**src/rtl/wdd_defs.vh**
```
// Functional notes
// - countdown_value drops by one after every 65,536 machine cycles.
// - lower six countdown bits give 64 programmable timeout steps.
// - active watchdog and 40h to 3Fh rollover starts a chip reset.
// - countdown keeps running even while the watchdog is inactive.
// - software option: inactive after reset, stays active until next reset.
// - write with activation_bit set and counter_msb clear resets at once.
// - hardware option: always active, stored activation_bit ignored.
// - idle_mode changes nothing: counting and reset continue.
// - stop_mode freezes countdown and blocks timeout resets until wake-up or reset; a control write can still request a reset.
// - after interrupt wake-up, counting resumes only after 514 CPU clocks.
// - activation_bit set only by software write, cleared only by reset.
// - watchdog_control: activation_bit bit 7, countdown bits 6:0, reset 7Fh.
`ifndef WDD_DEFS_VH
`define WDD_DEFS_VH
`define WDD_CTRL_OFS 32'h0000_000D
`define WDD_CTRL_ADDR 32'h0000_0034
`define WDD_STAT_ADDR 32'h0000_0038
`define WDD_ACT_BIT 7
`define WDD_MSB_BIT 6
`define WDD_CTRL_RST 8'h7F
`define WDD_PRE_CYCLES 65536
`define WDD_PRE_W 16
`define WDD_WAKE_CLKS 514
`define WDD_WAKE_W 10
`define WDD_RST_US 30
`define WDD_CLK_MHZ 10
`define WDD_RST_CYC ((`WDD_RST_US * `WDD_CLK_MHZ))
`define WDD_RST_W 9
`endif

```
**src/rtl/wdd_top.v**
```verilog
// Implementation choices: the AHB-Lite interface to the registers and the register offsets.
`timescale 1ns/100ps
`include "wdd_defs.vh"
// supervisor_timer: windowed watchdog downcounter with an AHB-Lite slave
module wdd_top #(
  parameter [15:0] PRE_CYCLES = 16'hFFFF
) (
  // clock and reset
  input wire hclk,
  input wire hresetn,
  // ahb-lite slave
  input wire hsel,
  input wire [31:0] haddr,
  input wire [1:0] htrans,
  input wire hwrite,
  input wire [2:0] hsize,
  input wire [31:0] hwdata,
  input wire hready,
  output wire hreadyout,
  output wire hresp,
  output reg [31:0] hrdata,
  // option strap and power modes
  input wire hw_option,
  input wire idle_mode,
  input wire stop_mode,
  input wire ext_wakeup,
  // chip reset request, active low
  output reg chip_reset_n
);
  // PRE_CYCLES holds the prescaler terminal value, i.e. 65,536 cycles minus one

  // address phase capture
  reg wr_pend;
  reg rd_pend;
  reg [31:0] addr_q;
  // control state
  reg activation_bit;
  reg [6:0] countdown_value;
  reg [`WDD_PRE_W-1:0] prescale;
  reg hw_mode;
  reg strap_taken;
  reg stopped;
  reg waking;
  reg [`WDD_WAKE_W-1:0] wake_cnt;
  reg [`WDD_RST_W-1:0] rst_cnt;
  wire stop_s;
  wire wake_s;
  wire active;
  wire running;
  wire tick;
  wire ctrl_wr;
  wire [7:0] wdata;
  wire [`WDD_RST_W-1:0] rst_len;
  // reset image and pulse length held at explicit widths
  localparam [7:0] CTRL_RST = `WDD_CTRL_RST;
  localparam [31:0] RST_LEN_FULL = `WDD_RST_CYC;

  // pins from outside the clock domain
  wdd_sync u_stop (
    .hclk(hclk),
    .hresetn(hresetn),
    .pin(stop_mode),
    .level(stop_s)
  );
  wdd_sync u_wake (
    .hclk(hclk),
    .hresetn(hresetn),
    .pin(ext_wakeup),
    .level(wake_s)
  );

  // the slave never waits and always answers okay
  assign hreadyout = 1'b1;
  assign hresp = 1'b0;
  assign rst_len = RST_LEN_FULL[`WDD_RST_W-1:0];
  assign wdata = hwdata[7:0];
  assign ctrl_wr = wr_pend && (addr_q == `WDD_CTRL_ADDR);

  // address phase capture of valid single transfers
  always @(posedge hclk or negedge hresetn) begin
    if (!hresetn) begin
      wr_pend <= 1'b0;
      rd_pend <= 1'b0;
      addr_q <= 32'h0000_0000;
    end else if (hready) begin
      wr_pend <= hsel && htrans[1] && hwrite;
      rd_pend <= hsel && htrans[1] && !hwrite;
      addr_q <= haddr;
    end
  end

  // read data: control word, status word, zero for unmapped addresses
  always @(posedge hclk or negedge hresetn) begin
    if (!hresetn) begin
      hrdata <= 32'h0000_0000;
    end else if (hready && hsel && htrans[1] && !hwrite) begin
      if (haddr == `WDD_CTRL_ADDR) begin
        hrdata <= {24'h00_0000, activation_bit, countdown_value};
      end else if (haddr == `WDD_STAT_ADDR) begin
        hrdata <= {28'h000_0000, waking, stopped, hw_mode, active};
      end else begin
        hrdata <= 32'h0000_0000;
      end
    end
  end

  // option strap caught once after reset release
  always @(posedge hclk or negedge hresetn) begin
    if (!hresetn) begin
      hw_mode <= 1'b0;
      strap_taken <= 1'b0;
    end else if (!strap_taken) begin
      hw_mode <= hw_option;
      strap_taken <= 1'b1;
    end
  end

  // hardware option forces the watchdog on
  assign active = hw_mode | activation_bit;

  // stop and wake sequencing; idle_mode deliberately has no effect
  always @(posedge hclk or negedge hresetn) begin
    if (!hresetn) begin
      stopped <= 1'b0;
      waking <= 1'b0;
      wake_cnt <= {`WDD_WAKE_W{1'b0}};
    end else if (stopped) begin
      if (wake_s) begin
        stopped <= 1'b0;
        waking <= 1'b1;
        wake_cnt <= {`WDD_WAKE_W{1'b0}};
      end
    end else if (waking) begin
      if (wake_cnt == `WDD_WAKE_CLKS - 1) begin
        waking <= 1'b0;
      end else begin
        wake_cnt <= wake_cnt + 1'b1;
      end
    end else if (stop_s) begin
      stopped <= 1'b1;
    end
  end

  // idle_mode is read nowhere, so counting goes on as normal
  assign running = !stopped && !waking && strap_taken;
  assign tick = running && (prescale == PRE_CYCLES);

  // increment prescaler, restarted by every control write
  always @(posedge hclk or negedge hresetn) begin
    if (!hresetn) begin
      prescale <= {`WDD_PRE_W{1'b0}};
    end else if (ctrl_wr) begin
      prescale <= {`WDD_PRE_W{1'b0}};
    end else if (tick) begin
      prescale <= {`WDD_PRE_W{1'b0}};
    end else if (running) begin
      prescale <= prescale + 1'b1;
    end
  end

  // control register: countdown load on write, free-running decrement
  always @(posedge hclk or negedge hresetn) begin
    if (!hresetn) begin
      activation_bit <= CTRL_RST[`WDD_ACT_BIT];
      countdown_value <= CTRL_RST[6:0];
    end else begin
      if (ctrl_wr && wdata[`WDD_ACT_BIT]) begin
        activation_bit <= 1'b1;
      end
      if (ctrl_wr) begin
        countdown_value <= wdata[6:0];
      end else if (tick) begin
        countdown_value <= countdown_value - 1'b1;
      end
    end
  end

  // reset pulse: counter_msb falling on decrement, or a write clearing it
  always @(posedge hclk or negedge hresetn) begin
    if (!hresetn) begin
      rst_cnt <= {`WDD_RST_W{1'b0}};
      chip_reset_n <= 1'b1;
    end else if (rst_cnt != {`WDD_RST_W{1'b0}}) begin
      rst_cnt <= rst_cnt - 1'b1;
      chip_reset_n <= 1'b0;
    end else if (ctrl_wr && (active || wdata[`WDD_ACT_BIT]) && !wdata[`WDD_MSB_BIT]) begin
      rst_cnt <= rst_len - 1'b1;
      chip_reset_n <= 1'b0;
    end else if (tick && active && !ctrl_wr && (countdown_value == 7'h40)) begin
      rst_cnt <= rst_len - 1'b1;
      chip_reset_n <= 1'b0;
    end else begin
      chip_reset_n <= 1'b1;
    end
  end
endmodule

```
**src/rtl/wdd_sync.v**
```verilog
`timescale 1ns/100ps
`include "wdd_defs.vh"
// three-stage synchroniser; a change counts once stages two and three agree
module wdd_sync (
  // clock and reset
  input wire hclk,
  input wire hresetn,
  // pin side
  input wire pin,
  // clean level
  output reg level
);
  reg s1;
  reg s2;
  reg s3;

  // shift chain, level updates only when the last two stages agree
  always @(posedge hclk or negedge hresetn) begin
    if (!hresetn) begin
      s1 <= 1'b0;
      s2 <= 1'b0;
      s3 <= 1'b0;
      level <= 1'b0;
    end else begin
      s1 <= pin;
      s2 <= s1;
      s3 <= s2;
      if (s2 == s3) begin
        level <= s3;
      end
    end
  end
endmodule

```
**config.mk**
```make
export PLATFORM = sky130hd
export DESIGN_NAME = wdd_top
export DESIGN_NICKNAME = d
export VERILOG_FILES = /design/src/rtl/wdd_top.v /design/src/rtl/wdd_sync.v
export VERILOG_INCLUDE_DIRS = /design/src /design/src/rtl
export SDC_FILE = /design/constraint.sdc
export NUM_CORES = 1
export LEC_CHECK = 0
export CORE_ASPECT_RATIO = 1.4
export CORE_UTILIZATION = 48
export DETAILED_ROUTE_END_ITERATION = 10
export DONT_BUFFER_PORTS = 1
export GPL_ROUTABILITY_DRIVEN = 0
export GPL_TIMING_DRIVEN = 0
export HOLD_SLACK_MARGIN = 0.03
export SLEW_MARGIN = 15
export SYNTH_ARGS = -nofsm -noshare
export SYNTH_HDL_FRONTEND = slang
export SYNTH_HIERARCHICAL = 1
export SYNTH_SLANG_ARGS = --single-unit
```
**constraint.sdc**
```tcl
create_clock -name hclk -period 2.75 [get_ports hclk]
set_input_delay 0.55 -clock hclk [delete_from_list [all_inputs] [get_ports hclk]]
set_output_delay 0.55 -clock hclk [all_outputs]
set_load 0.01 [all_outputs]
```
## Yosys cells after proc, flatten, opt, wreduce, memory -nomap -nowiden

Index checks and enable logic that the tools add are counted.
Widths: inputs -> output; s select.

| storage, ports and cells | value |
|---|---|
| register bits | 121 |
| bits in latches | 0 |
| bits in writable memories | 0 |
| memory bits (read-only) | 0 |
| bits of input ports | 78 |
| output and inout port bits | 35 |
| word-level logic and storage cells | 88 |
| memories kept | 0 |

| operators by class | value |
|---|---|
| $add $sub $neg | 4 |
| $mul | 0 |
| div/mod/pow operators | 0 |
| order comparisons | 0 |
| equality and inequality tests | 10 |
| shift operators | 0 |
| mux-type cells | 25 |
| bitwise gates (word level) | 1 |
| reductions and logical operators | 27 |

Operators by type and width:

| operator | count |
|---|---|
| $eq 32x6->1 const B | 3 |
| $mux 16 | 3 |
| $mux 10 | 4 |
| $mux 32 | 1 |
| $mux 9 | 3 |
| $add 16x1->16 const B | 1 |
| $eq 16x16->1 const B | 1 |
| $logic_and 1x1->1 | 15 |
| $mux 7 | 2 |
| $mux 1 | 11 |
| $add 10x1->10 const B | 1 |
| $eq 10x10->1 const B | 1 |
| $reduce_bool 9->1 | 1 |
| $sub 9x1->9 const B | 1 |
| $eq 7x7->1 const B | 1 |
| $sub 7x1->7 const B | 1 |
| $reduce_bool 3->1 | 2 |
| $logic_not 1->1 | 5 |
| $mux 4 | 1 |
| $reduce_bool 2->1 | 2 |
| $reduce_and 3->1 | 1 |
| $eq 1x1->1 | 2 |
| $ne 2x1->1 const B | 1 |
| $ne 2x2->1 const B | 1 |
| 2 further kinds | 2 |

## Longest topological paths before layout

Gate-level depths: netlist of run 1.

| depth | value |
|---|---|
| word-level depth | 10 |
| mapped depth | 7 |
| mapped depth without buffers | 7 |

## Modules after synthesis

The synthesis of run 1 kept the hierarchy.

By module, submodules not included:

| module | instances | cells an instance | area an instance (µm²) | sequential area each (µm²) |
|---|---|---|---|---|
| wdd_top | 1 | 398 | 4,400.5 | 2,237.1 |
| wdd_sync | 2 | 5 | 111.4 | 100.1 |

## Worst setup path after synthesis of run 1

No wires, ideal clock.

| timing path | value |
|---|---|
| kind | input-to-reg |
| from | input port hready |
| to | register hrdata[0] |
| library setup time | 0.068 ns |
| arrival time | 1.792 ns |
| data required time | 2.682 ns |
| setup slack | 0.890 ns |
| cell stages on the path | 6 |
| path buffers | 1 |
| path through | buf_2 -> nand4b_2 -> nand3b_1 -> nor4_2 -> a22oi_1 -> nand2_1 |

| between the ends | value |
|---|---|
| cells in the longest elaborated chain, start to end | 3 |

Ends and longest elaborated chain:

| what | RTL line | source |
|---|---|---|
| from (decl) | wdd_top.v:18 | `input wire hready,` |
| $logic_and 1x1->1 (3 in a row) | wdd_top.v:96 | `end else if (hready && hsel && htrans[1] && !hwrite) begin` |
| to (signal assigned) | wdd_top.v:98 | `hrdata <= {24'h00_0000, activation_bit, countdown_value};` |
| to (signal assigned) | wdd_top.v:100 | `hrdata <= {28'h000_0000, waking, stopped, hw_mode, active};` |
| to (decl) | wdd_top.v:21 | `output reg [31:0] hrdata,` |

No other way between the ends.
A chain may end at the register's enable or synchronous reset.

## Worst setup path after layout of run 1

| timing path | value |
|---|---|
| from | register addr_q[29] |
| to | register countdown_value[1] |

| between the ends | value |
|---|---|
| cells in the longest elaborated chain, start to end | 3 |
| elaborated cells on any way between the ends | 4 |
| classes of those cells | 1 x eq/ne; 1 x mux; 2 x reduce/logical |

Ends and longest elaborated chain:

| what | RTL line | source |
|---|---|---|
| from (decl) | wdd_top.v:35 | `reg [31:0] addr_q;` |
| from (signal assigned) | wdd_top.v:88 | `addr_q <= haddr;` |
| $eq 32x6->1 (no source line) * | -- |  |
| $logic_and 1x1->1 * | wdd_top.v:77 | `` assign ctrl_wr = wr_pend && (addr_q == `WDD_CTRL_ADDR); `` |
| $mux 7 or $reduce_bool 2->1 (tied branches) | -- |  |
| to (signal assigned) | wdd_top.v:165 | `countdown_value <= CTRL_RST[6:0];` |
| to (signal assigned) | wdd_top.v:171 | `countdown_value <= wdata[6:0];` |
| to (signal assigned) | wdd_top.v:173 | `countdown_value <= countdown_value - 1'b1;` |
| to (decl) | wdd_top.v:38 | `reg [6:0] countdown_value;` |

Mark *: on every way between the ends. The rest lies on a longest branch, timed or not.

==> results.txt, run 1 <==
Sequential area share after synthesis = 52.7%
Clock Pin Slew Worst Setup and Hold Paths = 0.06 ns
VDD IR max = 0.000304 V
#FFs+latches synth = 97
Initial antenna violation count = 0
Commonest cells in the netlist = dfrtp_1 (89), mux2_2 (38), nor2_1 (38)
Distinct cells, synth = 54
DR vias = 2974
Largest net degree at the start of global routing = 90
Num CTS Buffers = 9
DR vias/cell = 5.30
Worst path slowest cell = dfrtp_1
Max_cap viols = 0
Number of cells on the worst reg-to-reg path = 7
GR Overflow Total = 0
H-Tree Depth = 3
Root buf cell = clkbuf_16
PwrDens = 642 nW/um^2
Max Slew Vio Count = 0
Clock Latency Late Sink = 0.34 ns
Slew @ Worst Pin = 0.750 ns
Synth area leader = dfrtp_1
Vias in the first global route = 3051
N_diodes = 0
CP Data Required Time = 3.02 ns
Post-Synthesis Cells = 408
Most used DFF post-synth = dfrtp_1
Area post-placement = 4850 sq um
Post-synthesis average cell area = 11.3 sq um
Part of the cycle the worst path needs = 75.9%
P_leak = 2.29 nW
Switching share of power = 26.9%
Design area = 5170 sq um
Fin cells = 561
Nature of the critical path startpoint = flip-flop
CTS tree = done
CP arrival = 2.35 ns
Reg2reg end = countdown_value[1]$_DFFE_PN1P_
Share of the synthesized area in the top cell type = 48.2%
CP endpoint kind = flip-flop
Post-synth EDFFs = 0
Remaining DRCs = 2
Core Util, Final = 54.9%
Total track usage = 19.0%
Slew margin rel. = 49.5%
Post-route ant nets = 0
Die Span X = 84.9 um
Comb pwr share = 15.0%
RSZ-0062 raised after global routing = false
I/O pin count = 113
Cell row count = 42
First DRT Iteration DRCs = 104
R2r setup slk = 0.66 ns
Final hold violations = 0
Setup crit start = addr_q[29]$_DFFE_PN0P_
Most frequent cell after synthesis = dfrtp_1
Worst Skew = 0.00825 ns
Outcome = complete, but fails checks
Sequential share of power = 50.4%
Largest cells by area after synthesis = dfrtp_1 (48%), mux2_2 (9.3%), dfstp_2 (4.5%), buf_4 (4.2%), xor2_1 (3.8%)
CP most frequent cell = buf_2
Inst Count DP = 543
Die area = 10000 sq um
Setup TNS = 0 ns
Crit path buf inv count = 2
Avg WL per Cell = 15.5 um
Global-route wire length before repair = 14800 um
Net load switching power = 0.000892 W
Die height = 118 um
Max Freq = 479 MHz
First-pass DRT Iterations = 8
Sink Count = 97
Final WL = 8720 um
Minimum clock period = 2.09 ns
NumNets Final = 530
Worst r2r src = addr_q[29]$_DFFE_PN0P_
Setup CP Type = reg -> reg
Ys Warns = 6
Cells along the critical path = nor4_1, nand4_1, nor3_2, buf_2, buf_2, nand2_1, o21ai_2
Hold Crit Class = in -> async
Delay-heaviest family, CP = simple AND/OR/NAND/NOR gates
Mapped Area = 4620 sq um
Slowest stage delay, CP = 0.38 ns
Fillers = 839
Area delta synth->final = 11.8%
Port-buffer cells = 0
CP Max Fanout = 10
Violated checks = DRC
Initial Utilization = 49.1%
Layout cell share with drive strength beyond 1 = 23.9%
Core Area = 9410 sq um
Part of the power in the clock network = 34.6%
Final setup vio count = 0
Longest Clk Path Bufs = 2
Power Internal = 0.00243 W
DP Wirelength = 6320 um
Share of flip-flops with an asynchronous set or reset = 100%
-- state kept, by name, summed over array words and instances, names as in the netlist, 7 cells and up --
register	cells
addr_q	32
prescale	16
wake_cnt	10
rst_cnt	9
hrdata	8
countdown_value	7
-- kinds of logic after synthesis --
logic type / Yosys count / synth area share, %
AND/OR/NAND/NOR: 145 / 17.4
flip-flops: 97 / 52.7
buffers and inverters: 46 / 6.01
AO/OA/AOI/OAI: 40 / 6.20
multiplexers: 40 / 9.69
XOR/XNOR: 30 / 5.68
adder cells (fa/ha/maj): 8 / 2.11
other: 2 / 0.162
-- power groups by stage --
| stage | Combinational [W] | Sequential, W | Clock [W] |
|---|---|---|---|
| 6_report | 0.000497 | 0.00167 | 0.00115 |
| 5_1_grt | 0.000556 | 0.00169 | 0.00125 |
| 4_1_cts | 0.000503 | 0.00167 | 0.00120 |
| 3_5_place_dp | 0.000470 | 0.00170 | 0 |
| 3_3_place_gp | 0.000461 | 0.00169 | 0 |
| 2_1_floorplan | 0.000398 | 0.00166 | 0 |
-- placed cells by master (no fill, tap or decap), drive strengths merged, types with 6 or more instances in the layout --
cell    synthesis  routed
xnor2          10      10
nand2          31      31
ha              6       6
mux2           38      38
clkbuf          2      14
nor3            9       9
a21oi           6       6
nand4          12      12
nor2           38      38
inv             9       9
dfstp           8       8
xor2           20      20
dfrtp          89      89
nor4           18      18
conb            2      27
buf            35      36
o21ai          10      10
nand3           8       8
-- through the flow --
| step | hold WS (ns) | power, W | worst slack, ns |
|---|---|---|---|
| floorplan | 0.254 | 0.00206 | 0.890 |
| global placement | 0.257 | 0.00216 | 0.365 |
| detailed placement | 0.256 | 0.00217 | 0.394 |
| CTS | 0.0307 | 0.00338 | 0.630 |
| global route | 0.0320 | 0.00349 | 0.423 |
| finish | 0.0561 | 0.00332 | 0.662 |
-- what timing repair did --
action	4_1_cts	5_1_grt
endpoints found under the hold margin	89	2
gates resized for setup	0	0
setup buffers	0	0
hold buffers	1	1
-- how the worst max path moves through the flow --
stage / to / slack [ns] / cells past startpoint
2_1_floorplan: hrdata[0]$_DFFE_PN0P_ / 0.89 / 6
3_3_place_gp: hrdata[1]$_DFFE_PN0P_ / 0.36 / 6
3_5_place_dp: hrdata[3]$_DFFE_PN0P_ / 0.39 / 6
4_1_cts: countdown_value[1]$_DFFE_PN1P_ / 0.63 / 7
5_1_grt: countdown_value[3]$_DFFE_PN1P_ / 0.42 / 7
6_report: countdown_value[1]$_DFFE_PN1P_ / 0.66 / 7
-- area by class of cell --
type | instances | area (sq um) | area share [%]
Clock inverter | 4 | 28.8 | 0.557
Inverter | 9 | 33.8 | 0.654
Clock buffer | 12 | 246 | 4.77
Buffer | 37 | 244 | 4.72
Timing Repair Buffer | 2 | 37.5 | 0.726
Sequential cell | 97 | 2440 | 47.2
Tap cell | 110 | 138 | 2.66
Multi-Input combinational cell | 290 | 2000 | 38.7
-- routing by layer --
metal  global-route usage, %  vias up  routed length, um
li1                        -     1468                  -
met1                    22.7     1444               3780
met2                    32.7       51               4500
met3                    4.84       11                305
met4                    6.78        0                141
met5                       0        -                  0
-- worst register-to-register path: cells and delay by family, from the launching register on --
kind	cells	cell delay (ns)
simple gates	4	1.05
buf+inv	2	0.53
flops	1	0.38
compound gates	1	0.06
No activity file was read; power rests on OpenSTA's default activity.
==> inputs of run 2 (changes only) <==
--- a/config.mk
+++ b/config.mk
@@ -6,6 +6,7 @@
 export SDC_FILE = /design/constraint.sdc
 export NUM_CORES = 1
 export LEC_CHECK = 0
+export ABC_AREA = 1
 export CORE_ASPECT_RATIO = 1.4
 export CORE_UTILIZATION = 48
 export DETAILED_ROUTE_END_ITERATION = 10
==> constraint.sdc (replaced) <==
create_clock -name hclk -period 2 [get_ports hclk]
set_input_delay 0.4 -clock hclk [delete_from_list [all_inputs] [get_ports hclk]]
set_output_delay 0.4 -clock hclk [all_outputs]
set_load 0.01 [all_outputs]
==> run 2 against run 1 <==
  * The run ends with hold timing left
  * Routed wire length increased by 21%
  * Combinational power increased by 64%
  * Sequential power increased by 39%
  * Core utilization increased by 0.52 points
  * Critical endpoint is now prescale[8]$_DFFE_PN0P_
  * Sequential cell count unchanged
  * Register-to-register slack got worse by 0.49 ns
  * Non-clock buffer count decreased by 3
  * Synthesized area increased by 13%
  * Critical path type unchanged
  * Sequential share of layout area decreased by 5.4 points
  * Count of clock-buffer cells in the layout decreased by 3
==> results.txt, run 2 <==
Outcome = complete, but fails checks
Violated checks = hold timing
GR Overflow Total = 0 (unchanged)
Max_cap viols = 0 (unchanged)
DP Wirelength = 8060 um (+28%)
Part of the power in the clock network = 37.0% (+2.4 points)
CP Max Fanout = 10 (unchanged)
Most frequent cell after synthesis = nand2_1
Part of the cycle the worst path needs = 91.2% (+15 points)
Top flop regs = addr_q (32), prescale (16), wake_cnt (10)
NumNets Final = 739 (+39%)
Min Hold Slack = -0.258 ns (-0.314 ns)
Final setup vio count = 0 (unchanged)
Hold Crit Class = in -> async
DR vias/cell = 4.99 (-5.8%)
Core Util, Final = 55.4% (+0.52 points)
Longest Clk Path Bufs = 2 (unchanged)
VDD IR max = 0.000544 V (+79%)
Port-buffer cells = 0 (unchanged)
Area delta synth->final = 11.2%
Share of the synthesized area in the top cell type = 42.5% (-5.7 points)
Multi-input logic area = 2410 sq um (+20%)
Comb pwr share = 16.3% (+1.3 points)
Fillers = 981 (+17%)
Distinct cells, synth = 41 (-24%)
Post-route ant nets = 0 (unchanged)
Total track usage = 19.8% (+0.87 points)
Post-Synthesis Cells = 619 (+52%)
Clock Pin Slew Worst Setup and Hold Paths = 0.07 ns (about the same)
Ys Warns = 6 (unchanged)
Post-synthesis average cell area = 8.47 sq um (-25%)
Die height = 126 um (+6.4%)
Most used DFF post-synth = dfrtp_1
Minimum clock period = 1.82 ns (-0.264 ns)
Largest cells by area after synthesis = dfrtp_1 (42%), nand2_1 (9.6%), nor2_1 (5.7%), mux2_2 (5.4%), nand3_1 (4.4%)
Setup CP Type = reg -> reg
Share of flip-flops with an asynchronous set or reset = 100% (unchanged)
# resized after CTS = 0 (unchanged)
Final WL = 10600 um (+21%)
Design area = 5830 sq um (+13%)
Initial Utilization = 49.9% (+0.72 points)
Commonest non-fill, non-tap cell in the layout = nand2_1
P_leak = 2.78 nW (+22%)
Setup TNS = 0 ns (unchanged)
Switching share of power = 30.1% (+3.2 points)
Seq. cell area = 2440 sq um (unchanged)
PwrDens = 853 nW/um^2 (+33%)
Cell row count = 44 (+4.8%)
Largest register FFs = 32 (unchanged)
RSZ-0062 raised after global routing = false
Remaining DRCs = 0 (-2)
Max Slew Vio Count = 0 (unchanged)
Setup bufs post-CTS = 0 (unchanged)
Num CTS Buffers = 9 (unchanged)
Avg WL per Cell = 13.3 um (-15%)
Final hold violations = 94 (+94)
Commonest cells in the netlist = nand2_1 (134), dfrtp_1 (89), nor2_1 (79)
Post-synth EDFFs = 0 (unchanged)
Vias in the first global route = 3973 (+30%)
Layout cell share with drive strength beyond 1 = 18.2% (-5.8 points)
Max Freq = 548 MHz (+14%)
Sequential share of power = 46.6% (-3.8 points)
H-Tree Depth = 3 (unchanged)
Net load switching power = 0.00150 W (+68%)
Global-route wire length before repair = 18000 um (+22%)
First-pass DRT Iterations = 4 (-4)
Worst Skew = 0.00955 ns (+0.00130 ns)
Mapped Area = 5240 sq um (+13%)
Sequential area share after synthesis = 46.5% (-6.2 points)
Largest Register = addr_q
Largest net degree at the start of global routing = 98 (+8.9%)
Root buf cell = clkbuf_16
Power Internal = 0.00348 W (+43%)
Clock Latency Late Sink = 0.34 ns (about the same)
Die Span X = 90.3 um (+6.3%)
Die area = 11400 sq um (+13%)
First DRT Iteration DRCs = 168 (+62%)
Area post-placement = 5510 sq um (+14%)
Initial antenna violation count = 0 (unchanged)
Core Area = 10500 sq um (+12%)
CP Data Required Time = 2.23 ns (-0.79 ns)
Most frequent cells in the layout = nand2_1 (134), dfrtp_1 (89), nor2_1 (79)
CP endpoint kind = flip-flop
DR vias = 3983 (+34%)
I/O pin count = 113 (unchanged)
Nature of the critical path startpoint = flip-flop
N_diodes = 0 (unchanged)
Sink Count = 97 (unchanged)
CP arrival = 2.05 ns (-0.30 ns)
Synth area leader = dfrtp_1
#FFs+latches synth = 97 (unchanged)
CTS tree = done
## run 2: cell type report
| class | count | area share, % |
|---|---|---|
| plain buffers | 36 | 4.48 |
| clock buffers | 9 | 3.86 |
| multi-input cells | 451 | 41.4 |
| clock inverters | 7 | 1.63 |
| inverters | 60 | 3.91 |
| flip-flops and latches | 97 | 41.8 |
| well taps | 138 | 2.96 |
## run 2: path summary, 6_finish.rpt
kind / cells after the start / start / slack [ns] / end
min in group hclk: 0 / ext_wakeup / 0.08 / u_wake/s1$_DFF_PN0_
min: 0 / hresetn / -0.26 / wake_cnt[1]$_DFFE_PN0P_
max in group asynchronous: 0 / hresetn / 1.97 / countdown_value[6]$_DFFE_PN1P_
min reg2reg: 0 / u_stop/s1$_DFF_PN0_ / 0.35 / u_stop/s2$_DFF_PN0_
max reg2reg: 7 / addr_q[7]$_DFFE_PN0P_ / 0.18 / prescale[8]$_DFFE_PN0P_
max: 7 / addr_q[7]$_DFFE_PN0P_ / 0.18 / prescale[8]$_DFFE_PN0P_
## run 2: power groups by stage
| stage | combinational [W] | sequential (W) | clock (W) |
|---|---|---|---|
| final | 0.000813 | 0.00232 | 0.00184 |
| after global routing | 0.000934 | 0.00235 | 0.00196 |
| after CTS | 0.000821 | 0.00232 | 0.00189 |
| after detailed placement | 0.000817 | 0.00235 | 0 |
| after global placement | 0.000804 | 0.00235 | 0 |
| after floorplan | 0.000667 | 0.00231 | 0 |
## run 2: metrics by stage
step	cells	setup slack, ns	hold slack [ns]	total power [W]
6_report	798	0.176	-0.258	0.00497
3_3_place_gp	782	0.233	0.107	0.00315
4_1_cts	798	0.203	-0.270	0.00502
2_1_floorplan	644	0.527	0.104	0.00298
5_1_grt	798	0.115	-0.273	0.00524
3_5_place_dp	782	0.220	0.108	0.00317
## run 2: layer usage
metal	wire (um)	vias up	GRT usage [%]
met3	518	10	5.13
met5	0	-	0
met1	4470	1857	23.3
met4	176	0	6.74
met2	5410	87	35.1
li1	-	2029	-
## run 2: logic make-up (layout without fill, tap and decap cells)
group	Yosys count	after routing	synth area share (%)
and+or+nand+nor	321	321	28.7
DFF	97	97	46.5
buffers and inverters	96	112	9.33
AOI/OAI and AO/OA	53	53	5.37
muxes	26	26	5.56
xor gates and xnor gates	18	18	3.01
adders and majority gates	6	6	1.43
other	2	27	0.143
## run 2: critical path, stage by stage, from the launching register on
cell	delay [ns]
dfrtp_1	0.38
nor2_1	0.24
nand4_1	0.20
nor2_1	0.13
nand3_1	0.32
buf_6	0.28
nand4_1	0.07
o21ai_0	0.08
